`config.mk`:
```
export PLATFORM = sky130hd
export DESIGN_NAME = trbg_top
export DESIGN_NICKNAME = d
export VERILOG_FILES = /design/src/pkg/trbg_pkg.sv /design/src/hdl/trbg_top.sv /design/src/hdl/trbg_wave.sv
export SDC_FILE = /design/constraint.sdc
export NUM_CORES = 2
export LEC_CHECK = 0
export ABC_AREA = 1
export ABC_CLOCK_PERIOD_IN_PS = 18650
export BUFFER_PORTS_ARGS = -buffer_cell sky130_fd_sc_hd__buf_4
export CORE_AREA = 4 4 371 373
export CTS_CLUSTER_SIZE = 14
export DETAILED_ROUTE_END_ITERATION = 12
export DIE_AREA = 0 0 375 377
export PLACE_DENSITY = 0.65
export REMOVE_ABC_BUFFERS = 1
export SYNTH_ARGS = -nofsm -noshare
export SYNTH_HDL_FRONTEND = slang
export SYNTH_SLANG_ARGS = --single-unit
```
`constraint.sdc`:
```
create_clock -name mclk -period 18.65 [get_ports mclk]
set_input_delay 0.9325 -clock mclk [delete_from_list [all_inputs] [get_ports mclk]]
set_output_delay 0.9325 -clock mclk [all_outputs]
set_load 0.03 [all_outputs]
```
`src/pkg/trbg_pkg.sv`:
```
package trbg_pkg;
    // command codes on the byte-serial control port
    localparam logic [7:0] CMD_GEN_WR = 8'hD2;
    localparam logic [7:0] CMD_GEN_RD = 8'hD3;
    localparam logic [7:0] CMD_CTL_WR = 8'hDE;
    localparam logic [7:0] CMD_CTL_RD = 8'hDF;
    localparam int GEN_BYTES = 11;
    localparam int GEN_BITS = 88;
    localparam logic [3:0] GEN_LAST_IDX = 4'hA;
    // field positions inside the 88-bit parameter block
    localparam int F_RAMP_DIR = 82;
    localparam int F_CONT_RAMP = 81;
    localparam int F_SINE_OR_TRAPEZOID_SELECT = 80;
    localparam int F_BIAS_LSB = 64;
    localparam int F_GEN_A_FREQUENCY_LSB = 48;
    localparam int F_GEN_A_AMPLITUDE_LSB = 32;
    localparam int F_GEN_B_FREQUENCY_LSB = 16;
    localparam int F_GEN_B_AMPLITUDE_LSB = 0;
    localparam logic [87:0] GEN_RESET = 88'h00_0000_0037_4AA4_0000_0000;
    localparam logic [87:0] GEN_RSVD = 88'hF8_0000_8000_0000_8000_0000;
    // generator control byte
    localparam int C_EN_A = 0;
    localparam int C_EN_B = 1;
    localparam int C_EN_BIAS = 4;
    localparam logic [7:0] CTL_RESET = 8'h00;
    localparam logic [7:0] CTL_RSVD = 8'h20;
    // sample timing
    localparam int CLK_HZ = 125_000_000;
    localparam int NB_SPS = 8000;
    localparam int WB_SPS = 16000;
    // phase step per frequency unit: 0.3662 Hz on a 17-bit accumulator
    localparam logic [2:0] NB_PHASE_MUL = 3'h6;
    localparam logic [2:0] WB_PHASE_MUL = 3'h3;
    // edge progress per unit: 2^24 / (2.73 * 8000) and 2^24 / (1.365 * 8000)
    localparam logic [10:0] TRAP_PROG_MUL = 11'h300;
    localparam logic [10:0] RAMP_PROG_MUL = 11'h600;
    localparam logic [24:0] PROG_FULL = 25'h1000000;

    typedef enum logic [2:0] {
        TRBG_IDLE = 3'b000,
        TRBG_WR_GEN = 3'b001,
        TRBG_RD_GEN = 3'b011,
        TRBG_WR_CTL = 3'b010,
        TRBG_RD_CTL = 3'b110
    } trbg_cmd_e;
endpackage

```
`src/hdl/trbg_top.sv`:
```
`timescale 1ns/1ns
module trbg_top #(
    parameter int NB_DIV = trbg_pkg::CLK_HZ / trbg_pkg::NB_SPS,
    parameter int WB_DIV = trbg_pkg::CLK_HZ / trbg_pkg::WB_SPS
) (
    input wire logic mclk,
    input wire logic rst,
    input wire logic cmd_valid,
    input wire logic cmd_first,
    input wire logic [7:0] cmd_byte,
    input wire logic wideband,
    input wire logic ring_active,
    input wire logic zero_cross_ring_control,
    input wire logic line_polarity_control,
    input wire logic signed [15:0] open_circuit_voltage,
    output logic rd_valid,
    output logic [7:0] rd_byte,
    output logic sample_valid,
    output logic signed [20:0] sample_out,
    output logic line_connect
);
    import trbg_pkg::*;

    trbg_cmd_e cmd_reg;
    logic [3:0] idx_reg;
    logic [79:0] wr_buf_reg;
    logic [87:0] rd_shift_reg;
    logic [87:0] gen_params_reg;
    logic [7:0] ctl_reg;
    logic en_a_prev_reg;
    logic commit_dly_reg;
    logic [15:0] div_reg;
    logic tick_reg;
    logic [16:0] phase_a_reg;
    logic [16:0] phase_b_reg;
    logic [24:0] prog_reg;
    logic signed [18:0] seg_from_reg;
    logic signed [18:0] seg_delta_reg;
    logic [15:0] trap_cnt_reg;
    logic trap_up_reg;
    logic signed [18:0] a_level_reg;
    logic signed [18:0] b_level_reg;
    logic diff_neg_reg;
    logic rd_valid_reg;
    logic [7:0] rd_byte_reg;
    logic sample_valid_reg;
    logic signed [20:0] sample_reg;
    logic line_connect_reg;

    // field views of the stored parameter block and control byte
    wire ramp_dir = gen_params_reg[F_RAMP_DIR];
    wire cont_ramp = gen_params_reg[F_CONT_RAMP];
    wire sine_or_trapezoid_select = gen_params_reg[F_SINE_OR_TRAPEZOID_SELECT];
    wire signed [15:0] bias = gen_params_reg[F_BIAS_LSB +: 16];
    wire [14:0] gen_a_frequency = gen_params_reg[F_GEN_A_FREQUENCY_LSB +: 15];
    wire signed [15:0] gen_a_amplitude = gen_params_reg[F_GEN_A_AMPLITUDE_LSB +: 16];
    wire [14:0] gen_b_frequency = gen_params_reg[F_GEN_B_FREQUENCY_LSB +: 15];
    wire signed [15:0] gen_b_amplitude = gen_params_reg[F_GEN_B_AMPLITUDE_LSB +: 16];
    wire en_a = ctl_reg[C_EN_A];
    wire en_b = ctl_reg[C_EN_B];
    wire en_bias = ctl_reg[C_EN_BIAS];

    // command decode
    wire data_in = cmd_valid && !cmd_first;
    wire gen_commit = data_in && cmd_reg == TRBG_WR_GEN && idx_reg == GEN_LAST_IDX;
    wire ctl_write = data_in && cmd_reg == TRBG_WR_CTL;
    wire [87:0] gen_new = {wr_buf_reg, cmd_byte} & ~GEN_RSVD;
    wire [7:0] ctl_new = cmd_byte & ~CTL_RSVD;
    wire rd_step = data_in && (cmd_reg == TRBG_RD_GEN || cmd_reg == TRBG_RD_CTL);
    trbg_cmd_e cmd_next;
    assign cmd_next = !cmd_first ? cmd_reg
        : cmd_byte == CMD_GEN_WR ? TRBG_WR_GEN
        : cmd_byte == CMD_GEN_RD ? TRBG_RD_GEN
        : cmd_byte == CMD_CTL_WR ? TRBG_WR_CTL
        : cmd_byte == CMD_CTL_RD ? TRBG_RD_CTL : TRBG_IDLE;

    // ramp restart: a write restarts one cycle late so it sees the new fields
    wire en_a_rise = en_a && !en_a_prev_reg;
    wire restart = commit_dly_reg || en_a_rise;
    wire signed [18:0] amp_eff = ramp_dir ? -19'(gen_a_amplitude) : 19'(gen_a_amplitude);

    // sample clock divider
    wire [15:0] div_last = wideband ? 16'(WB_DIV - 1) : 16'(NB_DIV - 1);
    wire tick = div_reg >= div_last; // a rate switch never strands the count above the end

    // sine phase steps scaled to 0.3662 Hz per unit at either rate
    wire [2:0] pmul = wideband ? WB_PHASE_MUL : NB_PHASE_MUL;
    wire [17:0] inc_a = gen_a_frequency * pmul;
    wire [17:0] inc_b = gen_b_frequency * pmul;

    // edge progress per sample, halved in wideband to keep time constant
    wire [10:0] prog_mul = cont_ramp ? RAMP_PROG_MUL : TRAP_PROG_MUL;
    wire [25:0] prog_step_nb = gen_a_frequency * prog_mul;
    wire [25:0] prog_step = wideband ? {1'b0, prog_step_nb[25:1]} : prog_step_nb;
    wire [26:0] prog_sum = {2'b00, prog_reg} + {1'b0, prog_step};
    wire prog_sat = prog_sum >= {2'b00, PROG_FULL};
    wire [24:0] prog_next = prog_sat ? PROG_FULL : prog_sum[24:0];

    // trapezoid half-period in samples; zero period freezes the edge
    wire [13:0] half_per = gen_b_frequency[14:1];
    wire trap_flip = sine_or_trapezoid_select && !cont_ramp && half_per != 14'h0000
        && trap_cnt_reg + 16'h0001 >= {2'b00, half_per};
    wire signed [18:0] trap_target = trap_up_reg ? -amp_eff : amp_eff;

    // waveform shaping for both generators
    logic signed [18:0] wave_a;
    logic signed [18:0] wave_b;
    trbg_wave u_wave_a (
        .phase(sine_or_trapezoid_select ? prog_reg[24:8] : phase_a_reg),
        .amp(sine_or_trapezoid_select ? seg_delta_reg : amp_eff),
        .use_sine(!sine_or_trapezoid_select),
        .value(wave_a)
    );
    trbg_wave u_wave_b (
        .phase(phase_b_reg),
        .amp(19'(gen_b_amplitude)),
        .use_sine(1'b1),
        .value(wave_b)
    );
    wire signed [18:0] a_next = sine_or_trapezoid_select ? seg_from_reg + wave_a : wave_a;
    wire signed [18:0] b_next = sine_or_trapezoid_select ? 19'sh00000 : wave_b;

    // output sum; during ringing only generator A and bias are used
    wire signed [20:0] a_part = en_a ? 21'(a_level_reg) : 21'sh000000;
    wire signed [20:0] b_part = (en_b && !ring_active) ? 21'(b_level_reg) : '0;
    wire signed [20:0] bias_part = en_bias ? 21'(bias) : 21'sh000000;
    wire signed [20:0] sum = a_part + b_part + bias_part;
    wire signed [20:0] sum_pol = line_polarity_control ? -sum : sum;
    wire signed [21:0] voc_diff = 22'(sum_pol) - 22'(open_circuit_voltage);
    wire voc_neg = voc_diff[21];

    // command byte sequencing and parameter storage
    always_ff @(posedge mclk) begin
        if (rst) begin
            cmd_reg <= TRBG_IDLE;
            idx_reg <= 4'h0;
            wr_buf_reg <= 80'h0;
            gen_params_reg <= GEN_RESET;
            ctl_reg <= CTL_RESET;
            en_a_prev_reg <= 1'b0;
            commit_dly_reg <= 1'b0;
        end else begin
            cmd_reg <= gen_commit ? TRBG_IDLE : cmd_next;
            idx_reg <= cmd_first ? 4'h0 : (data_in ? idx_reg + 4'h1 : idx_reg);
            if (data_in && cmd_reg == TRBG_WR_GEN) begin
                wr_buf_reg <= {wr_buf_reg[71:0], cmd_byte};
            end
            // block only takes effect once all eleven bytes arrived
            if (gen_commit) begin
                gen_params_reg <= gen_new;
            end
            if (ctl_write) begin
                ctl_reg <= ctl_new;
            end
            en_a_prev_reg <= en_a;
            commit_dly_reg <= gen_commit;
        end
    end

    // readback shifts one byte out per host data strobe
    always_ff @(posedge mclk) begin
        if (rst) begin
            rd_shift_reg <= 88'h0;
            rd_valid_reg <= 1'b0;
            rd_byte_reg <= 8'h00;
        end else begin
            rd_valid_reg <= rd_step;
            if (cmd_first && cmd_byte == CMD_GEN_RD) begin
                rd_shift_reg <= gen_params_reg;
            end else if (cmd_first && cmd_byte == CMD_CTL_RD) begin
                rd_shift_reg <= {ctl_reg, 80'h0};
            end else if (rd_step) begin
                rd_shift_reg <= {rd_shift_reg[79:0], 8'h00};
            end
            if (rd_step) begin
                rd_byte_reg <= rd_shift_reg[87:80];
            end
        end
    end

    // sample rate divider
    always_ff @(posedge mclk) begin
        if (rst || tick) begin
            div_reg <= 16'h0000;
        end else begin
            div_reg <= div_reg + 16'h0001;
        end
        tick_reg <= !rst && tick;
    end

    // generator state: restart wins over the sample step
    always_ff @(posedge mclk) begin
        if (rst) begin
            phase_a_reg <= 17'h00000;
            phase_b_reg <= 17'h00000;
            prog_reg <= 25'h0000000;
            seg_from_reg <= 19'sh00000;
            seg_delta_reg <= 19'sh00000;
            trap_cnt_reg <= 16'h0000;
            trap_up_reg <= 1'b1;
            a_level_reg <= 19'sh00000;
            b_level_reg <= 19'sh00000;
        end else if (restart) begin
            phase_a_reg <= 17'h00000;
            phase_b_reg <= commit_dly_reg ? 17'h00000 : phase_b_reg;
            prog_reg <= 25'h0000000;
            trap_cnt_reg <= 16'h0000;
            trap_up_reg <= 1'b1;
            seg_delta_reg <= amp_eff;
            // a ramp continues from where an enabled A sits; else it starts at zero
            seg_from_reg <= (cont_ramp && en_a_prev_reg) ? a_level_reg : 19'sh00000;
        end else if (tick) begin
            phase_a_reg <= phase_a_reg + inc_a[16:0];
            phase_b_reg <= phase_b_reg + inc_b[16:0];
            a_level_reg <= a_next;
            b_level_reg <= b_next;
            if (trap_flip) begin
                trap_cnt_reg <= 16'h0000;
                trap_up_reg <= !trap_up_reg;
                seg_from_reg <= a_next;
                seg_delta_reg <= trap_target - a_next;
                prog_reg <= 25'h0000000;
            end else begin
                trap_cnt_reg <= trap_cnt_reg + 16'h0001;
                prog_reg <= prog_next;
            end
        end
    end

    // output sample and zero-cross line connection
    always_ff @(posedge mclk) begin
        if (rst) begin
            sample_valid_reg <= 1'b0;
            sample_reg <= 21'sh000000;
            diff_neg_reg <= 1'b0;
            line_connect_reg <= 1'b0;
        end else begin
            sample_valid_reg <= tick_reg;
            if (tick_reg) begin
                sample_reg <= sum_pol;
                diff_neg_reg <= voc_neg;
            end
            // relay hazard: connecting off-crossing gives a current spike
            if (!ring_active) begin
                line_connect_reg <= 1'b0;
            end else if (zero_cross_ring_control) begin
                line_connect_reg <= 1'b1;
            end else if (tick_reg && voc_neg != diff_neg_reg) begin
                line_connect_reg <= 1'b1;
            end
        end
    end

    assign rd_valid = rd_valid_reg;
    assign rd_byte = rd_byte_reg;
    assign sample_valid = sample_valid_reg;
    assign sample_out = sample_reg;
    assign line_connect = line_connect_reg;
endmodule

```
`src/hdl/trbg_wave.sv`:
```
`timescale 1ns/1ns
// scales a signed amplitude by a parabolic sine or a linear fraction
module trbg_wave (
    input wire logic [16:0] phase,
    input wire logic signed [18:0] amp,
    input wire logic use_sine,
    output logic signed [18:0] value
);
    logic [15:0] t;
    logic [16:0] t_rest;
    logic [32:0] par_full;
    logic [16:0] frac;
    logic signed [36:0] prod;
    logic signed [18:0] scaled;

    // parabola t*(1-t) peaks at 0x10000 mid half-cycle; cheap, no table
    assign t = phase[15:0];
    assign t_rest = 17'h10000 - {1'b0, t};
    assign par_full = {17'h00000, t} * {16'h0000, t_rest};
    assign frac = use_sine ? par_full[30:14] : phase;
    assign prod = amp * $signed({1'b0, frac});
    assign scaled = prod[34:16];
    // second half of the sine cycle is the mirror below zero
    assign value = (use_sine && phase[16]) ? -scaled : scaled;
endmodule

```
==> flow_summary_export.csv <==
group,metric,value,unit
layout,final_nets,10400,
drt,vias,56700,
clock_tree,insertion_delay,620,ps
logic_synthesis,synth_edf_count,0,
logic_synthesis,synthDistinctLibCells,72,
drt,drt_iter0_drc,4256,
floorplanning,initial_core_util,49.7,%
timing,worstMarginPinSlew,1190,ps
global_routing,grt_overflow,0,
timing,finClkSkew,27.1,ps
drt,ant_nets,0,
layout,drive_above_1_share,5.04,%
layout,antenna_cells,0,
clock_tree,clockBufferDepth,3,
logic_synthesis,synth_seq_cells,455,
setup_path,critPathLaunchType,"register",
drt,drc,0,
clock_tree,cts.sinks,455,
timing,fin_ws,1240,ps
global_routing,antenna_found_initial,1,
floorplanning,io_pins,64,
setup_path,critPathKind,"reg2reg",
timing,maxSlewViolCount,0,
timing,hold_viol,0,
setup_path,path_buf_inv,20,
logic_synthesis,yosysSeqAreaShare,13.6,%
status,status,"finished clean",
timing,setup-violations-final,0,
logic_synthesis,synthArstFlopShare,0,%
floorplanning,die-area,0.141,mm2
clock_tree,postCtsSetupBuffers,0,
logic_synthesis,synth_area,0.0670,mm2
setup_path,crit_required,19190,ps
layout,utilization,53.1,%
flow_run,drv_cap,0,
drt,avgViaCountPerCell,5.38,
logic_synthesis,synth.avg_cell_area,7.66,um2
layout,syn2layout_area_growth,6.83,%
setup_path,worstPathMaxFanout,21,
timing,fmax,0.0574,GHz
drt,post_drt_wl_per_cell,18.9,um
min_path,hold_class,"reg2reg",
drt,drt_pre_antenna_iters,5,
place,post-place-ws,780,ps
floorplanning,die_h,377,um
timing,min_period_over_period,93.4,%
clock_tree,path_clk_slew,60,ps
clock_tree,cts-buffers-inserted,52,
clock_tree,clockRootBuffer,"clkbuf_16",
global_routing,grt_start_max_net_pins,110,
timing,period_needed,17410,ps
logic_synthesis,ys_warn_count,0,
floorplanning,rows,135,
layout,largest_register_ffs,88,
setup_path,crit_family,"adder cells",
place,globalplace.congestion,0.961,
global_routing,track_usage,28.5,%
setup_path,slowest_stage,"fa_1",
setup_path,worst_path_most_repeated_cell,"nand2_1",
setup_path,ff2ff_setup_slack,1240,ps
logic_synthesis,ys.flop_type,"dfxtp_1",
logic_synthesis,synth_cells,8743,
place,portBuffers,63,
timing,relSlewSlack,20.5,%
place,place.detailed.hpwl,163000,um
floorplanning,dieWidth,375,um
global_routing,grt_pass1_vias,58200,
floorplanning,core-area,0.135,mm2
clock_tree,htreeDepth,2,
setup_path,cp.arrival,17950,ps
drt,routed_wl,199000,um
setup_path,end_kind,"register",
global_routing,grt_pass1_wl,321000,um
clock_tree,cts_tree,"built",
setup_path,cpPeakStageDelay,560,ps
-- worst paths after layout --
check,depth (start not counted),start,to
max,89,gen_params_reg[80],seg_delta_reg[18]
min,2,seg_delta_reg[0],seg_delta_reg[0]
max reg2reg,89,gen_params_reg[80],seg_delta_reg[18]
min reg2reg,2,seg_delta_reg[0],seg_delta_reg[0]
-- metrics by stage --
step / setup TNS [ps] / instance area [um2] / hold slack, ps / instances
floorplan: 0 / 65900 / 423 / 8462
global placement: 0 / 69600 / 446 / 10400
detailed placement: 0 / 69600 / 450 / 10400
CTS: 0 / 71500 / 450 / 10500
global route: -31.2 / 71500 / 481 / 10500
finish: 0 / 71500 / 461 / 10500
-- logic make-up (layout without fill, tap and decap cells) --
logic type | after synthesis | in the layout | share of synthesized area, %
buffers and inverters | 2125 | 2114 | 12.0
AO/OA/AOI/OAI | 1241 | 1241 | 10.4
multiplexers | 2 | 2 | 0.0299
other | 2 | 25 | 0.0112
adder cells (fa/ha/maj) | 1672 | 1672 | 42.7
AND/OR/NAND/NOR | 3043 | 3043 | 18.5
flip-flops | 455 | 455 | 13.6
XOR/XNOR | 203 | 203 | 2.74
-- cell usage after synthesis (28+ instances only) --
library cell | number | area, um2
a21oi_1 | 486 | 2430
buf_1 | 30 | 113
xor2_1 | 123 | 1080
dfxtp_1 | 455 | 9110
a31oi_1 | 113 | 707
or2_2 | 44 | 275
inv_1 | 1789 | 6720
nand2_1 | 1791 | 6720
nor3_1 | 55 | 275
fa_1 | 1025 | 20500
o21ai_1 | 33 | 165
nand3_1 | 227 | 1140
o21ai_0 | 393 | 1970
nor2_1 | 772 | 2900
clkinv_1 | 28 | 105
ha_1 | 647 | 8100
clkbuf_1 | 247 | 927
xnor2_1 | 74 | 648
nand4_1 | 38 | 238
o22ai_1 | 42 | 263
-- worst register-to-register path: cells and delay by family (launching register included) --
kind / cells / cell delay (ps)
AOI/OAI and AO/OA: 12 / 2430
xor gates and xnor gates: 4 / 890
adders and majority gates: 18 / 7690
buffers and inverters: 20 / 2110
DFF: 1 / 420
and+or+nand+nor: 35 / 3790
-- repair_timing --
action | 4_1_cts | 5_1_grt
endpoints found under the setup margin | 0 | 10
hold buffers | 0 | 0
gates resized for setup | 0 | 19
-- cell usage in the layout (no fill, tap or decap), types with 25 or more instances in the layout --
cell / instances
a21oi_1: 484
a31oi_1: 113
buf_4: 199
clkbuf_16: 53
clkinv_1: 26
conb_1: 25
dfxtp_1: 454
fa_1: 1025
ha_1: 646
inv_1: 1785
nand2_1: 1790
nand3_1: 227
nand4_1: 38
nor2_1: 767
nor3_1: 51
o21ai_0: 387
o21ai_1: 37
o22ai_1: 42
or2_2: 44
xnor2_1: 74
xor2_1: 123
-- routing by layer --
layer	vias up	wire length, um	track usage [%]
li1	26800	-	-
met1	27600	85800	38.6
met2	1847	93500	47.9
met3	396	11800	3.02
met5	-	0	0
met4	0	7950	9.67
-- final cells by class --
cell class / instances / area, um2
Tap cell: 1781 / 2230
Multi-Input combinational cell: 6186 / 50000
Fill cell: 13100 / 63100
Clock buffer: 69 / 1520
Sequential cell: 455 / 9110
Timing Repair Buffer: 199 / 1490
Clock inverter: 25 / 348
Inverter: 1821 / 6840
Power is not shown: default switching activity piles up to over one toggle a cycle in this logic, so the estimate is an artifact.
